**config.mk**
```make
export PLATFORM = sky130hd
export DESIGN_NAME = standby_release_control
export DESIGN_NICKNAME = d
export VERILOG_FILES = /design/src/common/standby_pkg.sv /design/src/standby_release_control.sv
export SDC_FILE = /design/constraint.sdc
export NUM_CORES = 1
export LEC_CHECK = 0
export BUFFER_PORTS_ARGS = -buffer_cell sky130_fd_sc_hd__buf_2
export CAP_MARGIN = 20
export CORE_ASPECT_RATIO = 0.8
export CORE_MARGIN = 2
export CORE_UTILIZATION = 45
export DETAILED_ROUTE_END_ITERATION = 12
export GPL_ROUTABILITY_DRIVEN = 1
export GPL_TIMING_DRIVEN = 0
export PLACE_DENSITY = 0.77
export SETUP_SLACK_MARGIN = 0.05
export SLEW_MARGIN = 20
export SYNTH_ARGS = -nofsm -noshare
export SYNTH_HDL_FRONTEND = slang
export SYNTH_SLANG_ARGS = --single-unit
```
**constraint.sdc**
```tcl
create_clock -name clk_i -period 2.5 [get_ports clk_i]
set_input_delay 0.5 -clock clk_i [delete_from_list [all_inputs] [get_ports clk_i]]
set_output_delay 0.5 -clock clk_i [all_outputs]
set_load 0.05 [all_outputs]
```
**src/common/standby_pkg.sv**
```systemverilog
// Constants, register map and state codes of the standby release controller
package standby_pkg;
	// Register byte offsets on the APB slave
	localparam logic [7:0] CTRL_OFS = 8'h00;
	localparam logic [7:0] STAT_OFS = 8'h04;
	// Control register field positions
	localparam int EXTCLK_BIT = 0;
	localparam int LSSTOP_BIT = 1;
	localparam int LSRUN_BIT = 2;
	localparam int OSC_SEL_LO = 3;
	localparam int T8EXT_BIT = 6;
	localparam int ITSRC_LO = 7;
	localparam int UARTT8_BIT = 9;
	localparam int T8EN_BIT = 10;
	localparam logic [31:0] CTRL_MASK = 32'h0000_07FF;
	localparam logic [31:0] CTRL_RST = 32'h0000_0004;
	// Interval timer count source codes; only the main-clock one is 2'h3
	localparam logic [1:0] ITSRC_MAIN = 2'h3;
	// Release waits in clocks, the shorter of each documented pair
	localparam logic [19:0] HALT_VEC_WAIT = 20'h0_000B;
	localparam logic [19:0] HALT_RES_WAIT = 20'h0_0004;
	localparam logic [19:0] STOP_VEC_WAIT = 20'h0_0011;
	localparam logic [19:0] STOP_RES_WAIT = 20'h0_000B;
	// Voltage stabilisation, least time rounded up to clocks
	localparam int CLK_NS = 50;
	localparam int VSTAB_NS = 1610000;
	localparam int VSTAB_CYCLES = (VSTAB_NS + CLK_NS - 1) / CLK_NS;
	// Oscillation stabilisation base count, scaled by the select field
	localparam int OSC_BASE_CYCLES = 2048;
	// Controller states
	typedef enum logic [2:0] {
		ST_RUN = 3'b000,
		ST_HALT = 3'b001,
		ST_STOP = 3'b010,
		ST_OSC = 3'b011,
		ST_REL = 3'b100,
		ST_VOLT = 3'b101
	} state_e;
	// What follows the current wait
	typedef enum logic [1:0] {
		K_RES = 2'b00,
		K_VEC = 2'b01,
		K_RST = 2'b10
	} kind_e;
endpackage

```
**src/standby_release_control.sv**
```systemverilog
// Halt and stop standby control with release waits and peripheral gating
//
// Local design decisions: the address map and the APB slave port.
`timescale 1ns/1ns
`default_nettype none

// What this block does
// Unmasked interrupt ends halt, then vectors or resumes next instruction
// Halt release waits 11 clocks before vectoring, 4 before resuming
// Any reset ends halt or stop and leads to reset vector processing
// Pin or power-on-clear reset waits 1.61 ms for voltage before processing
// No oscillation wait after reset when main clock is external
// Vector if enabled; priority-flagged request also needs in-service flag set
// Stop entered only by stop instruction while on main system clock
// Pending unmasked request at stop turns it to halt plus oscillation wait
// Stop cuts CPU clock, both fast oscillators and the external clock input
// Stop keeps low-speed oscillator state; memories and port latches retained
// Stop halts 16-bit timer, converter and comparator
// 8-bit timer counts in stop only from its external input pin
// Interval timer counts in stop only from low-speed clock sources
// Watchdog runs in stop unless low-speed oscillator is software-stoppable
// Serial unit runs in stop only clocked by running 8-bit timer output
// Stop release by interrupt completes after oscillation wait, then vectors/resumes
module standby_release_control
	import standby_pkg::*;
#(
	parameter int unsigned VSTAB_CYC = VSTAB_CYCLES,
	parameter int unsigned OSC_BASE_CYC = OSC_BASE_CYCLES
) (
	input wire logic clk_i,
	input wire logic resetn_i,
	input wire logic [7:0] paddr_i,
	input wire logic psel_i,
	input wire logic penable_i,
	input wire logic pwrite_i,
	input wire logic [31:0] pwdata_i,
	output logic [31:0] prdata_o,
	output logic pready_o,
	output logic pslverr_o,
	input wire logic halt_exec_i,
	input wire logic stop_exec_i,
	input wire logic cpu_on_main_clk_i,
	input wire logic irq_request_i,
	input wire logic interrupt_mask_flag_i,
	input wire logic interrupt_priority_flag_i,
	input wire logic global_interrupt_enable_i,
	input wire logic in_service_priority_flag_i,
	input wire logic reset_req_i,
	input wire logic pin_or_power_on_reset_i,
	output logic cpu_clk_en_o,
	output logic vector_o,
	output logic resume_o,
	output logic reset_vector_o,
	output logic fast_internal_osc_en_o,
	output logic crystal_osc_en_o,
	output logic ext_clk_accept_o,
	output logic lowspeed_osc_run_o,
	output logic retain_o,
	output logic tmr16_run_o,
	output logic adc_run_o,
	output logic cmp_run_o,
	output logic tmr8_run_o,
	output logic itmr_run_o,
	output logic wdt_clk_en_o,
	output logic uart_run_o
);

	////////////////////////////////////////////////////////////////////////
	// Registers and control fields

	logic [31:0] ctrl;
	state_e state;
	state_e next_state;
	kind_e kind;
	kind_e next_kind;
	logic [19:0] cnt;
	logic [19:0] next_cnt;
	logic next_vec;
	logic next_res;
	logic next_rst;
	logic extclk;
	logic ls_stoppable;
	logic [2:0] osc_stabilise_time_select;
	logic [1:0] itsrc;
	logic [19:0] osc_cyc;
	logic wake;
	logic vec_dec;
	logic acc;

	assign extclk = ctrl[EXTCLK_BIT];
	assign ls_stoppable = ctrl[LSSTOP_BIT];
	assign osc_stabilise_time_select = ctrl[OSC_SEL_LO +: 3];
	assign itsrc = ctrl[ITSRC_LO +: 2];
	// Select above 4 saturates so the count never overflows
	assign osc_cyc = 20'(OSC_BASE_CYC) << ((osc_stabilise_time_select > 3'h4) ? 3'h4 :
		osc_stabilise_time_select);
	// Unmasked request wakes the core
	assign wake = irq_request_i && !interrupt_mask_flag_i;
	// Acknowledge decision per priority flag
	assign vec_dec = global_interrupt_enable_i &&
		(!interrupt_priority_flag_i || in_service_priority_flag_i);
	assign acc = psel_i && penable_i;

	////////////////////////////////////////////////////////////////////////
	// APB slave, one wait state, unmapped addresses answer with an error

	always_ff @(posedge clk_i) begin
		if (!resetn_i) begin
			pready_o <= 1'b0;
			pslverr_o <= 1'b0;
			prdata_o <= 32'h0000_0000;
		end else begin
			pready_o <= acc && !pready_o;
			pslverr_o <= 1'b0;
			prdata_o <= 32'h0000_0000;
			if (acc && !pready_o) begin
				if (paddr_i == CTRL_OFS) begin
					prdata_o <= pwrite_i ? 32'h0000_0000 : ctrl;
				end else if (paddr_i == STAT_OFS) begin
					prdata_o <= pwrite_i ? 32'h0000_0000 : {27'h000_0000, kind, state};
				end else begin
					pslverr_o <= 1'b1;
				end
			end
		end
	end

	// Control writes land on the completing edge only
	always_ff @(posedge clk_i) begin
		if (!resetn_i) begin
			ctrl <= CTRL_RST;
		end else if (acc && pready_o && pwrite_i && paddr_i == CTRL_OFS) begin
			ctrl <= pwdata_i & CTRL_MASK;
		end
	end

	////////////////////////////////////////////////////////////////////////
	// Standby sequencer; reset requests override everything else

	always_comb begin
		next_state = state;
		next_kind = kind;
		next_cnt = cnt;
		next_vec = 1'b0;
		next_res = 1'b0;
		next_rst = 1'b0;
		if (reset_req_i) begin
			next_kind = K_RST;
			if (pin_or_power_on_reset_i) begin
				next_state = ST_VOLT;
				next_cnt = 20'(VSTAB_CYC - 1);
			end else if (extclk) begin
				next_state = ST_RUN;
				next_rst = 1'b1;
			end else begin
				next_state = ST_OSC;
				next_cnt = osc_cyc - 20'h0_0001;
			end
		end else begin
			case (state)
				ST_RUN: begin
					if (halt_exec_i) begin
						if (wake) begin
							next_state = ST_REL;
							next_kind = vec_dec ? K_VEC : K_RES;
							next_cnt = (vec_dec ? HALT_VEC_WAIT : HALT_RES_WAIT) - 20'h0_0001;
						end else begin
							next_state = ST_HALT;
						end
					end else if (stop_exec_i && cpu_on_main_clk_i) begin
						if (wake) begin
							// Falls to halt; oscillators stay up but the wait runs
							next_state = ST_OSC;
							next_kind = vec_dec ? K_VEC : K_RES;
							next_cnt = osc_cyc - 20'h0_0001;
						end else begin
							next_state = ST_STOP;
						end
					end
				end
				ST_HALT: begin
					if (wake) begin
						next_state = ST_REL;
						next_kind = vec_dec ? K_VEC : K_RES;
						next_cnt = (vec_dec ? HALT_VEC_WAIT : HALT_RES_WAIT) - 20'h0_0001;
					end
				end
				ST_STOP: begin
					if (wake) begin
						next_state = ST_OSC;
						next_kind = vec_dec ? K_VEC : K_RES;
						next_cnt = osc_cyc - 20'h0_0001;
					end
				end
				ST_OSC: begin
					if (cnt != 20'h0_0000) begin
						next_cnt = cnt - 20'h0_0001;
					end else if (kind == K_RST) begin
						next_state = ST_RUN;
						next_rst = 1'b1;
					end else begin
						next_state = ST_REL;
						next_cnt = ((kind == K_VEC) ? STOP_VEC_WAIT : STOP_RES_WAIT) - 20'h0_0001;
					end
				end
				ST_VOLT: begin
					if (cnt != 20'h0_0000) begin
						next_cnt = cnt - 20'h0_0001;
					end else if (extclk) begin
						next_state = ST_RUN;
						next_rst = 1'b1;
					end else begin
						next_state = ST_OSC;
						next_cnt = osc_cyc - 20'h0_0001;
					end
				end
				ST_REL: begin
					if (cnt != 20'h0_0000) begin
						next_cnt = cnt - 20'h0_0001;
					end else begin
						next_state = ST_RUN;
						next_vec = (kind == K_VEC);
						next_res = (kind != K_VEC);
					end
				end
				default: begin
					next_state = ST_RUN;
				end
			endcase
		end
	end

	// Sequencer state
	always_ff @(posedge clk_i) begin
		if (!resetn_i) begin
			state <= ST_RUN;
			kind <= K_RES;
			cnt <= 20'h0_0000;
		end else begin
			state <= next_state;
			kind <= next_kind;
			cnt <= next_cnt;
		end
	end

	// Core-facing strobes and clock gate, registered from the next state
	always_ff @(posedge clk_i) begin
		if (!resetn_i) begin
			cpu_clk_en_o <= 1'b1;
			vector_o <= 1'b0;
			resume_o <= 1'b0;
			reset_vector_o <= 1'b0;
		end else begin
			cpu_clk_en_o <= (next_state == ST_RUN);
			vector_o <= next_vec;
			resume_o <= next_res;
			reset_vector_o <= next_rst;
		end
	end

	////////////////////////////////////////////////////////////////////////
	// Clock source and peripheral gating; stop removes clocks, and control bits also gate the low-speed oscillator and 8-bit timer

	always_ff @(posedge clk_i) begin
		if (!resetn_i) begin
			fast_internal_osc_en_o <= 1'b1;
			crystal_osc_en_o <= 1'b1;
			ext_clk_accept_o <= 1'b1;
			lowspeed_osc_run_o <= 1'b1;
			retain_o <= 1'b0;
			tmr16_run_o <= 1'b1;
			adc_run_o <= 1'b1;
			cmp_run_o <= 1'b1;
			tmr8_run_o <= 1'b0;
			itmr_run_o <= 1'b1;
			wdt_clk_en_o <= 1'b1;
			uart_run_o <= 1'b1;
		end else begin
			fast_internal_osc_en_o <= (next_state != ST_STOP);
			crystal_osc_en_o <= (next_state != ST_STOP);
			ext_clk_accept_o <= (next_state != ST_STOP);
			// Stop leaves it as software set it
			lowspeed_osc_run_o <= !ls_stoppable || ctrl[LSRUN_BIT];
			retain_o <= (next_state != ST_RUN);
			tmr16_run_o <= (next_state != ST_STOP);
			adc_run_o <= (next_state != ST_STOP);
			cmp_run_o <= (next_state != ST_STOP);
			tmr8_run_o <= ctrl[T8EN_BIT] &&
				((next_state != ST_STOP) || ctrl[T8EXT_BIT]);
			itmr_run_o <= (next_state != ST_STOP) || (itsrc != ITSRC_MAIN);
			// Software-stoppable option removes the watchdog clock in stop only
			wdt_clk_en_o <= !(ls_stoppable && (next_state == ST_STOP));
			// Timer output as serial clock only helps if that timer runs
			uart_run_o <= (next_state != ST_STOP) || (ctrl[UARTT8_BIT] &&
				ctrl[T8EN_BIT] && ctrl[T8EXT_BIT]);
		end
	end
endmodule

`default_nettype wire

```
Word-level counts from Yosys, hierarchy flattened --
Cells that the tools add are included.
Cells by class: eq/ne operators 16, mux-type cells 47, reduce and logical (&&, ||, !) cells 38, shift operators 1, add/subtract/negate cells 4, $lt $le $gt $ge 1, bitwise operators 3
Operator list (number):
- 2-to-1 mux 20 bit | 11
- one-hot mux 20 bit (6 select lines) | 1
- subtractor 20 x 1 -> 20 bit (second input constant) | 2
- 2-to-1 mux 3 bit | 12
- 2-to-1 mux 11 bit | 2
- nonzero test 20 bit | 1
- left shift 12 x 3 -> 20 bit (first input constant) | 1
- one-hot mux 3 bit (6 select lines) | 1
- 2-to-1 mux 5 bit | 3
- logical AND 1 bit | 12
- 2-to-1 mux 2 bit | 5
- equality test 3 x 2 -> 1 bit (second input constant) | 3
- 2-to-1 mux 1 bit | 9
- equality test 8 x 3 -> 1 bit (second input constant) | 1
- logical NOT 8 bit | 1
- != test 4 bit (second input constant) | 2
- nonzero test 7 bit | 1
- equality test 3 bit (second input constant) | 2
- logical NOT 3 bit | 2
- != test 3 bit (second input constant) | 2
- AND reduction 2 bit | 3
- nonzero test 3 bit | 2
- subtractor 5 x 1 -> 6 bit (second input constant) | 1
- logical NOT 1 bit | 5
- other kinds (18) | 25
Storage, ports and cells: register bits 81, bits of input ports 55, logic and storage cells 129

Depth between registers and ports, before layout --
Gate-level depths: netlist of the first run.
depth in word-level cells 10, gate-level depth with buffers 10, mapped depth without buffers 8

Worst setup path before layout of the first run --
OpenSTA, ideal clock, no wires.
path type input -> register, start input port paddr_i[6], end register ctrl[2], arrival 2141 ps, required time 2372 ps, path slack 231 ps, library setup time 128 ps, stages 6, cell sequence or4_1 -> nor4_2 -> nor3b_1 -> buf_2 -> mux2i_1 -> nand2_1
On the way: word-level cells in the longest chain between the ends 2
RTL lines:
- from (decl) | RTL line standby_release_control.sv:32 | input wire logic [7:0] paddr_i,
- logical NOT 8 bit | RTL line standby_release_control.sv:132 | end else if (acc && pready_o && pwrite_i && paddr_i == CTRL_OFS) begin
- logical AND 1 bit | RTL line standby_release_control.sv:132
- to (signal assigned) | RTL line standby_release_control.sv:133 | ctrl <= pwdata_i & CTRL_MASK;
- to (decl) | RTL line standby_release_control.sv:71 | logic [31:0] ctrl;
No other way between the ends. A chain may end at the register's enable or synchronous reset.

Worst setup path in the final report of the first run --
start register state[0], end register itmr_run_o
On the way: word-level cells in the longest chain between the ends 6, elaborated cells on any way between the ends 17, classes of those cells eq/ne (6); mux (9); reduce/logical (2)
RTL lines:
- from (decl) | RTL line standby_release_control.sv:72 | state_e state;
- from (signal assigned) | RTL line standby_release_control.sv:240 | state <= next_state;
- 2-to-1 mux 3 bit | RTL line standby_release_control.sv:170 | end else if (stop_exec_i && cpu_on_main_clk_i) begin
- 2-to-1 mux 3 bit | RTL line standby_release_control.sv:162 | if (halt_exec_i) begin
- one-hot mux 3 bit (6 select lines) (*) | RTL line standby_release_control.sv:160 | case (state)
- 2-to-1 mux 3 bit (*) | RTL line standby_release_control.sv:147 | if (reset_req_i) begin
- != test 3 x 2 -> 1 bit (*) | RTL line standby_release_control.sv:290 | itmr_run_o <= (next_state != ST_STOP) || (itsrc != ITSRC_MAIN);
- logical OR 1 bit (*) | RTL line standby_release_control.sv:290
- to (signal assigned) | RTL line standby_release_control.sv:290
- to (decl) | RTL line standby_release_control.sv:63 | output logic itmr_run_o,
Mark *: on every way between the ends. The rest lies on a longest branch, timed or not.

==> results of run 1 <==
## where the power goes
group	internal [W]	leakage [nW]	switching, W
clock network	0.000476	0.0979	0.000395
registers	0.00100	0.491	0.0000828
logic	0.000306	1.32	0.000524
total	0.00178	1.91	0.00100
## timing repair
action	CTS	global route
endpoints found under the setup margin	25	24
buffers inserted	5	3
resized for setup	6	32
cloned	0	1
pin swaps	4	7
## layout make-up
type	count	area, um2
clock inverter	5	52.6
timing repair buffer	70	403
inverter	11	41.3
sequential	60	1200
buffer	53	330
clock buffer	10	138
multi-input combinational	381	2500
tap	112	140
fill	797	3630
## Yosys cell counts (4+ instances only)
cell,number
o31ai_1,5
nor2b_1,19
mux2i_1,14
nand2_1,39
nor2_1,34
nand2b_1,12
o21a_1,5
o21ai_0,28
nor3_1,18
a211oi_1,7
o22ai_1,11
nand4_1,4
nor3b_1,4
or3_1,7
or4_1,4
buf_4,27
xnor2_1,4
nand3_1,14
a22o_1,6
inv_1,10
nor4_1,7
a21oi_1,28
o211ai_1,7
buf_2,5
clkbuf_1,20
a31oi_1,8
dfxtp_1,60
and2_1,12
## cells by family (layout without fill, tap and decap cells)
group	after synthesis	after routing
adder cells (fa/ha/maj)	2	2
multiplexers	15	15
AO/OA/AOI/OAI	139	139
buffers and inverters	66	149
XOR/XNOR	7	7
flip-flops	60	60
AND/OR/NAND/NOR	197	197
other	1	21
## per-layer routing
metal | wire length [um] | up-vias | GRT usage, %
met1 | 5760 | 2013 | 39.9
met3 | 1730 | 53 | 9.57
met4 | 327 | 0 | 9.09
li1 | - | 1939 | -
met5 | 0 | - | 0
met2 | 5430 | 286 | 39.3
## worst max path at each step
stage | from | endpoint | slack [ns] | cells after the start
after global routing | flop | cnt[19]$_SDFFE_PN0P_ | 0.04 | 6
after floorplan | paddr_i[6] | ctrl[2]$_SDFFE_PN1P_ | 0.23 | 6
after detailed placement | cnt[1]$_SDFFE_PN0P_ | itmr_run_o$_SDFF_PN1_ | -0.20 | 9
after global placement | flop | itmr_run_o$_SDFF_PN1_ | -0.23 | 7
after CTS | cnt[1]$_SDFFE_PN0P_ | itmr_run_o$_SDFF_PN1_ | 0.04 | 8
final | state[0]$_SDFF_PN0_ | itmr_run_o$_SDFF_PN1_ | 0.11 | 7
## metrics by stage
stage,hold WS [ns],setup TNS [ns]
global placement,0.385,-3.11
CTS,0.369,0
floorplan,0.376,0
detailed placement,0.393,-3.59
finish,0.373,0
global route,0.397,0
## critical path: cells and delay by family (launching register included)
family          cells  cell delay [ns]
buf+inv             1             0.19
flops               1             0.32
simple gates        3             1.15
compound gates      3             0.68
==> run summary, run 1 <==
Vias per cell - 6.11
Die height - 87.2 um
Simple-Gate Fraction of Synth Area - 29.0%
Synthesized instance count - 487
CP max-delay cell - nor3b_1
DP HPWL - 9.86 mm
Drt first pass iters - 6
Largest net degree at the start of global routing - 11
CP Launch Type - flop
Synth Cell Area - 3890 um2
Critical R2R Launch - state[0]$_SDFF_PN0_
Layout cells sized above 1 - 27.1%
Adder-Cell Fraction of Synth Area - 0.643%
Fmax - 418 MHz
Setup WS pre-CTS - -0.199 ns
Distinct cells, synth - 69
Synth top area cells - dfxtp_1 31%, buf_4 5.2%, nand2_1 3.8%, a21oi_1 3.6%, mux2i_1 3.6%
Die ar. - 9410 um2
Vias in the first global route - 3741
Largest family of logic cells by synthesized area - simple AND/OR/NAND/NOR gates
Syn_area_per_cell - 7.99 um2
Final ANT Viol Nets - 0
Synth Warn # - 0
WS Path Type - reg2reg
Ports - 105
I/O Buffers - 61
Core area - 8450 um2
Hold_buf cts - 0
Max transition margin - 36.7%
Number of flops mapped to enable cells by yosys - 0
Routed vias - 4291
Final Power - 0.00279 W
GRT Util Overall - 28.0%
Post-synthesis sequential area ratio - 30.9%
Mux cell area share after synthesis - 3.89%
R2R setup slack - 0.11 ns
R2r worst-path depth - 7
Worst path max stage delay - 0.81 ns
Post-route minimum period - 2.39 ns
Worst hold stages - 3
Cell area after layout - 4810 um2
Most common cell after layout, fill and taps aside - buf_2
# clock sinks - 60
Initial DRC count - 428
Unrepaired setup endpoints after global routing - yes
Final Wtd Congestion - 0.978
Commonest cells after routing, fill and taps aside - 64 x buf_2, 57 x dfxtp_1, 37 x nand2_1, 35 x buf_4, 34 x nor2_1
Area Overhead vs Synth - 23.8%
CP Cell Sequence - clkbuf_2 > nor3b_1 > o21ai_0 > a211o_1 > o221a_2 > and3_2 > nand3_1
CP Data Arrival Time - 2.68 ns
XOR/XNOR Fraction of Synth Area - 1.58%
Final WL - 13.2 mm
Nets - 643
Remaining DRCs - 0
Ys flop type - dfxtp_1
Placed Cells - 680
Hold Crit Endpoint - ctrl[2]$_SDFFE_PN1P_
Fin Clk Skew - 0.00763 ns
Pleak - 1.91 nW
RR Endpoint - itmr_run_o$_SDFF_PN1_
Largest area contributor in the netlist - dfxtp_1
Final Max Slew Viols - 0
Final Setup Violations - 0
Final Hold Vio Count - 0
Final std cells w/o fill - 702
H-tree depth - 3
Worst-skew pair later-pin latency - 0.35 ns
First-pass GRT wire length - 20.1 mm
Initial core utilization - 46.1%
Post-route worst setup slack - 0.106 ns
HP Class - in2reg
Chip width - 108 um
Hold_sp - pwdata_i[2]
Post-synthesis register bit count - 60
CTS tree - yes
CTS Buffer Depth - 2
Max_cap viols - 0
Pwr dens - 579 nW/um2
Total gr overflow - 0
Compound-Gate Fraction of Synth Area - 24.6%
Post-synth top area share - 30.9%
Diode count - 0
CTS buffer count - 9
Endpoint type of the worst setup path - flop
Critical Path RT - 2.79 ns
Placed cell area - 4410 um2
Clock root buffer - clkbuf_8
Final period util - 95.8%
DR WL/cell - 18.9 um
Async S/R FF share, synth - 0%
Worst-path fanout max - 10
Worst Max-Slew Pin Slew - 0.947 ns
Status - finished clean
Core Rows - 30
Initial antenna violation count - 0
Fin util - 57.0%
Worst-path clk slew - 0.07 ns
Peak VDD IR - 0.000258 V
No activity file was read; power rests on OpenSTA's default activity.
==> run 2, diff against run 1 <==
Settings changed: ABC_AREA set to 1, GPL_TIMING_DRIVEN 0 to 1, RECOVER_POWER set to 50.
==> run summary, run 2 <==
Status - finished clean
DR WL/cell - 14.2 um (-25%)
Crit-path leading delay family - simple AND/OR/NAND/NOR gates
Final Wtd Congestion - 0.968 (-0.99%)
Endpoint type of the worst setup path - flop
CP Data Arrival Time - 2.32 ns (-0.36 ns)
Chip width - 107 um (-0.69%)
Largest area contributor in the netlist - dfxtp_1
Post-synth top area share - 31.3% (+0.44 points)
Clk pwr share - 39.5% (+8.2 points)
Die ar. - 9280 um2 (-1.4%)
GRT Util Overall - 24.3% (-3.7 points)
Worst-path clk slew - 0.08 ns (about the same)
CTS Buffer Depth - 2 (unchanged)
Max_cap viols - 0 (unchanged)
Synth Warn # - 0 (unchanged)
Comb power frac - 24.6% (-5.2 points)
Synth top area cells - dfxtp_1 31%, nand2_1 13%, nor2_1 8.5%, a21oi_1 7.0%, o21ai_0 6.3%
Worst-skew pair later-pin latency - 0.35 ns (about the same)
Largest net degree at the start of global routing - 28 (+17)
Most common cell after layout, fill and taps aside - nand2_1
Critical Path RT - 2.73 ns (-0.06 ns)
Reg area - 1200 um2 (-0.31%)
Fin Clk Skew - 0.0107 ns (+0.00310 ns)
Distinct cells, synth - 38 (-45%)
Final Max Slew Viols - 0 (unchanged)
WS Path Type - reg2reg
Pleak - 2.00 nW (+4.8%)
Unrepaired setup endpoints after global routing - no
Vias in the first global route - 3673 (-1.8%)
Worst Max-Slew Pin Slew - 1.21 ns (+0.268 ns)
H-tree depth - 3 (unchanged)
First-pass GRT wire length - 17.7 mm (-12%)
Ys flop type - dfxtp_1
CTS tree - yes
DP HPWL - 8.12 mm (-18%)
Pwr dens - 677 nW/um2 (+17%)
Diode count - 0 (unchanged)
CTS buffer count - 9 (unchanged)
PostCTS Resize Cnt - 0 (-6)
Remaining DRCs - 0 (unchanged)
Most common cell in the netlist - nand2_1
Fill cells - 827 (+3.8%)
Final std cells w/o fill - 782 (+11%)
Sw Share - 33.3% (-2.7 points)
Total gr overflow - 0 (unchanged)
# clock sinks - 60 (unchanged)
Core Rows - 30 (unchanged)
Fmax - 478 MHz (+14%)
Routed vias - 4132 (-3.7%)
Setup TNS - 0 ns (unchanged)
Peak VDD IR - 0.000307 V (+19%)
Synthesized instance count - 605 (+24%)
Commonest cells after routing, fill and taps aside - 128 x nand2_1, 87 x nor2_1, 63 x inv_1, 60 x dfxtp_1, 54 x a21oi_1
Synth Cell Area - 3830 um2 (-1.4%)
Share of power burned in registers - 35.9% (-3.0 points)
Number of flops mapped to enable cells by yosys - 0 (unchanged)
Initial antenna violation count - 0 (unchanged)
Worst-path fanout max - 6 (-4)
CP Cell Sequence - inv_1 > ha_1 > nand2_1 > nor2_1 > nand3_2 > nor2_1 > nand2_1 > nand3_1 > nand2_1 > o21ai_2 > nand2_1 > nor2_2 > nand2_1
Most frequent cells after synthesis - 128 x nand2_1, 87 x nor2_1, 63 x inv_1
Clock root buffer - clkbuf_8
HP Class - reg2reg
CP Launch Type - flop
Layout cells sized above 1 - 12.7% (-14 points)
CP max-delay cell - dfxtp_1
Max transition margin - 19.0% (-18 points)
Final WL - 11.1 mm (-16%)
Initial core utilization - 45.8% (-0.24 points)
I/O Buffers - 62 (+1.6%)
Worst path max stage delay - 0.33 ns (-0.48 ns)
Post-route minimum period - 2.09 ns (-0.301 ns)
Area taken by multi-input logic gates - 2140 um2 (-14%)
Final ANT Viol Nets - 0 (unchanged)
Ports - 105 (unchanged)
Post-synthesis register bit count - 60 (unchanged)
Pint - 0.00198 W (+11%)
Final Setup Violations - 0 (unchanged)
Hold_buf cts - 0 (unchanged)
Core area - 8370 um2 (-0.89%)
Vias per cell - 5.28 (-14%)
Final period util - 83.7% (-12 points)
Buf/Inv on CP - 1 (unchanged)
Post-CTS Setup Inserts - 0 (-5)
Post-synthesis sequential area ratio - 31.3% (+0.44 points)
Syn_area_per_cell - 6.34 um2 (-21%)
Drt first pass iters - 5 (-1)
Final Hold Vio Count - 0 (unchanged)
Placed Cells - 766 (+13%)
WHS - 0.431 ns (+0.0577 ns)
Switching power - 0.000985 W (-1.7%)
Die height - 86.6 um (-0.68%)
Initial DRC count - 369 (-14%)
CP dominant cell by count - nand2_1
Nets - 722 (+12%)
Area Overhead vs Synth - 14.1%
Async S/R FF share, synth - 0% (unchanged)
## run 2: cell count changes in the layout (fill, tap and decap cells not counted), moves of 19 or more
| cell | change |
|---|---|
| nand2_1 | +91 |
| nor2_1 | +53 |
| nor2b_1 | -19 |
| o21ai_0 | +21 |
| buf_4 | -23 |
| nand3_1 | +25 |
| buf_2 | -32 |
| a21oi_1 | +28 |
| inv_1 | +55 |
## run 2: final cells by class
class                   instances  area share [%]
repair buffers                 75            8.38
clock inverters                 7            3.17
inverters                      69            5.95
well taps                     112            3.20
multi-input cells             450            49.0
flip-flops and latches         60            27.5
clock buffers                   9            2.83
## run 2: power groups by stage
stage	Sequential, W	Clock (W)	Combinational, W
finish	0.00106	0.00117	0.000730
global route	0.00107	0.00122	0.000809
CTS	0.00106	0.00118	0.000719
detailed placement	0.00108	0	0.000713
global placement	0.00108	0	0.000700
floorplan	0.00109	0	0.000576
## run 2: per-stage QoR
step                      util, %  instance area (um2)  total power, W  setup slack (ns)
after CTS                    52.8                 4420         0.00296             0.481
after global routing         52.3                 4380         0.00310             0.162
after global placement       49.6                 4150         0.00178             0.507
final                        52.3                 4380         0.00296             0.406
after floorplan                 -                 3910         0.00166             0.747
after detailed placement     49.6                 4150         0.00180             0.458
## run 2: cells by family after synthesis
family / after synthesis / synth area share (%)
compound gates: 127 / 17.7
simple gates: 289 / 33.0
fa+ha+maj: 2 / 0.652
other cells: 1 / 0.0978
xor+xnor: 11 / 2.51
flops: 60 / 31.3
buf+inv: 115 / 14.7
## run 2: worst paths after layout
kind                                      startpoint                      end  slack [ns]  cells after the start
worst max-delay path             cnt[0]$_SDFFE_PN0P_    itmr_run_o$_SDFF_PN1_        0.41                     13
worst min-delay path            ctrl[1]$_SDFFE_PN0P_  wdt_clk_en_o$_SDFF_PN1_        0.43                      1
worst max register to register   cnt[0]$_SDFFE_PN0P_    itmr_run_o$_SDFF_PN1_        0.41                     13
worst min register to register  ctrl[1]$_SDFFE_PN0P_  wdt_clk_en_o$_SDFF_PN1_        0.43                      1
## run 2: metal layers
metal / vias up / track usage, % / wire length [um]
li1: 2030 / - / -
met1: 1837 / 35.5 / 5020
met2: 232 / 35.7 / 4670
met3: 33 / 4.51 / 1160
met4: 0 / 8.38 / 259
met5: - / 0 / 0
==> run 3, diff against run 2 <==
Clock period 2.5 ns to 2.1 ns, I/O delays scaled along.
==> run summary, run 3 (synthesis gave the netlist of run 2 again) <==
Status - finished clean
Area Overhead vs Synth - 14.6%
First-pass GRT wire length - 17.3 mm (-2.1%)
Most common cell after layout, fill and taps aside - nand2_1
Hold_buf cts - 0 (unchanged)
Global route hottest layer - met2
# clock sinks - 60 (unchanged)
Worst path max stage delay - 0.33 ns (about the same)
Worst Max-Slew Pin Slew - 0.620 ns (-0.595 ns)
R2r worst-path depth - 11 (-2)
Vias in the first global route - 3697 (+0.65%)
Critical Path RT - 2.34 ns (-0.39 ns)
Final period util - 91.2% (+7.5 points)
Nets - 727 (+0.69%)
CTS Buffer Depth - 2 (unchanged)
Core Rows - 30 (unchanged)
Layout cells sized above 1 - 14.5% (+1.8 points)
Pleak - 1.99 nW (-0.23%)
Commonest cells after routing, fill and taps aside - 128 x nand2_1, 83 x nor2_1, 62 x inv_1, 60 x dfxtp_1, 54 x a21oi_1
Initial core utilization - 45.8% (unchanged)
Fin util - 52.5% (+0.25 points)
GRT Util Overall - 23.7% (-0.61 points)
Final Max Slew Viols - 0 (unchanged)
Crit-path leading delay family - simple AND/OR/NAND/NOR gates
Worst-path clk slew - 0.08 ns (about the same)
Post-CTS Setup Inserts - 0 (unchanged)
Fin Clk Skew - 0.00954 ns (-0.00120 ns)
Drt first pass iters - 5 (unchanged)
Worst-skew pair later-pin latency - 0.35 ns (about the same)
Peak VDD IR - 0.000312 V (+1.6%)
Critical R2R Launch - cnt[0]$_SDFFE_PN0P_
Routed vias - 4195 (+1.5%)
RR Endpoint - wdt_clk_en_o$_SDFF_PN1_
CP Cell Sequence - inv_2 > ha_1 > nand2_1 > nor2_1 > nand3_2 > a21oi_1 > o21ai_0 > o21ai_1 > nand2_2 > nor2_4 > nand2_1
Endpoint type of the worst setup path - flop
H-tree depth - 3 (unchanged)
Final Wtd Congestion - 1.00 (+3.8%)
Max_cap viols - 0 (unchanged)
Die height - 86.6 um (unchanged)
Final Power - 0.00321 W (+8.5%)
CP dominant cell by count - nand2_1
R2R setup slack - 0.18 ns (-0.22 ns)
Remaining DRCs - 0 (unchanged)
WHS - 0.358 ns (-0.0720 ns)
Final Setup Violations - 0 (unchanged)
Worst setup path start - cnt[0]$_SDFFE_PN0P_
Initial DRC count - 414 (+12%)
Met2 GRT Util - 35.8% (+0.058 points)
Unrepaired setup endpoints after global routing - yes
Chip width - 107 um (unchanged)
Met3 capacity usage during global routing - 5.94% (+1.4 points)
Max transition margin - 58.8% (+40 points)
Total gr overflow - 0 (unchanged)
CP max-delay cell - dfxtp_1
CTS buffer count - 9 (unchanged)
Worst-path fanout max - 6 (unchanged)
Clock root buffer - clkbuf_8
DR WL/cell - 13.9 um (-2.0%)
I/O Buffers - 62 (unchanged)
Core area - 8370 um2 (unchanged)
Setup TNS - 0 ns (unchanged)
Final Hold Vio Count - 0 (unchanged)
Fmax - 522 MHz (+9.3%)
DP HPWL - 8.07 mm (-0.53%)
Final ANT Viol Nets - 0 (unchanged)
Total stage count of the critical path - 11 (-2)
PostCTS Resize Cnt - 0 (unchanged)
Diode count - 0 (unchanged)
CP Data Arrival Time - 2.16 ns (-0.16 ns)
Fill cells - 827 (unchanged)
Ports - 105 (unchanged)
Final WL - 11.0 mm (-1.4%)
GRT met1 Usage - 32.4% (-3.1 points)
Post-route minimum period - 1.92 ns (-0.178 ns)
CP Launch Type - flop
Worst Setup EP - wdt_clk_en_o$_SDFF_PN1_
WS Path Type - reg2reg
Pwr dens - 731 nW/um2 (+8.0%)
Largest net degree at the start of global routing - 28 (unchanged)
Die ar. - 9280 um2 (unchanged)
CTS tree - yes
Buf/Inv on CP - 1 (unchanged)
Vias per cell - 5.33 (+0.88%)
Initial antenna violation count - 0 (unchanged)
HP Class - in2reg
## run 3: changes by cell type in the layout (fill, tap and decap cells not counted), moves of 2 or more
cell,delta
buf_4,+3
nor2_4,+3
bufinv_16,-3
buf_12,+2
clkbuf_1,-2
nor2_1,-4
clkinvlp_4,+3
## run 3: worst register-to-register path: stages (launching register included)
cell and delay (ns):
dfxtp_1 0.33, inv_2 0.11, ha_1 0.18, nand2_1 0.06, nor2_1 0.13, nand3_2 0.15
a21oi_1 0.14, o21ai_0 0.13, o21ai_1 0.24, nand2_2 0.12, nor2_4 0.16, nand2_1 0.07
## run 3: routing by layer
layer  vias up  wire length (um)
met5         -                 0
met4         0               237
met3        32              1230
met2       239              4760
met1      1875              4730
li1       2049                 -
## run 3: worst min-delay path by stage
stage,from,depth (start not counted),to,slack [ns]
after floorplan,ctrl[1]$_SDFFE_PN0P_,1,wdt_clk_en_o$_SDFF_PN1_,0.38
after global placement,ctrl[1]$_SDFFE_PN0P_,1,wdt_clk_en_o$_SDFF_PN1_,0.40
after detailed placement,ctrl[1]$_SDFFE_PN0P_,1,wdt_clk_en_o$_SDFF_PN1_,0.41
after CTS,pwdata_i[8],3,ctrl[8]$_SDFFE_PN0P_,0.35
after global routing,pwdata_i[8],3,ctrl[8]$_SDFFE_PN0P_,0.38
final,pwdata_i[8],3,ctrl[8]$_SDFFE_PN0P_,0.36
## run 3: stage by stage
stage	instances	worst slack, ns	instance area, um2
after global placement	771	0.173	4220
after global routing	787	0.0431	4400
after CTS	787	0.114	4410
final	787	0.184	4400
after detailed placement	771	0.0680	4220
after floorplan	625	0.427	3910
## run 3: layout make-up
type                       count  area [um2]  area share [%]
multi-input combinational    450        2170            49.4
timing repair buffer          80         432            9.82
clock buffer                   9         124            2.82
sequential                    60        1200            27.3
inverter                      69         260            5.92
clock inverter                 7        67.6            1.54
tap                          112         140            3.19
## run 3: report_power, final
part           switching [W]  leakage (nW)  total (W)  internal [W]
registers          0.0000661         0.490    0.00126       0.00119
clock network       0.000484        0.0910    0.00102      0.000540
logic               0.000644          1.41   0.000928      0.000284
total                0.00119          1.99    0.00321       0.00202
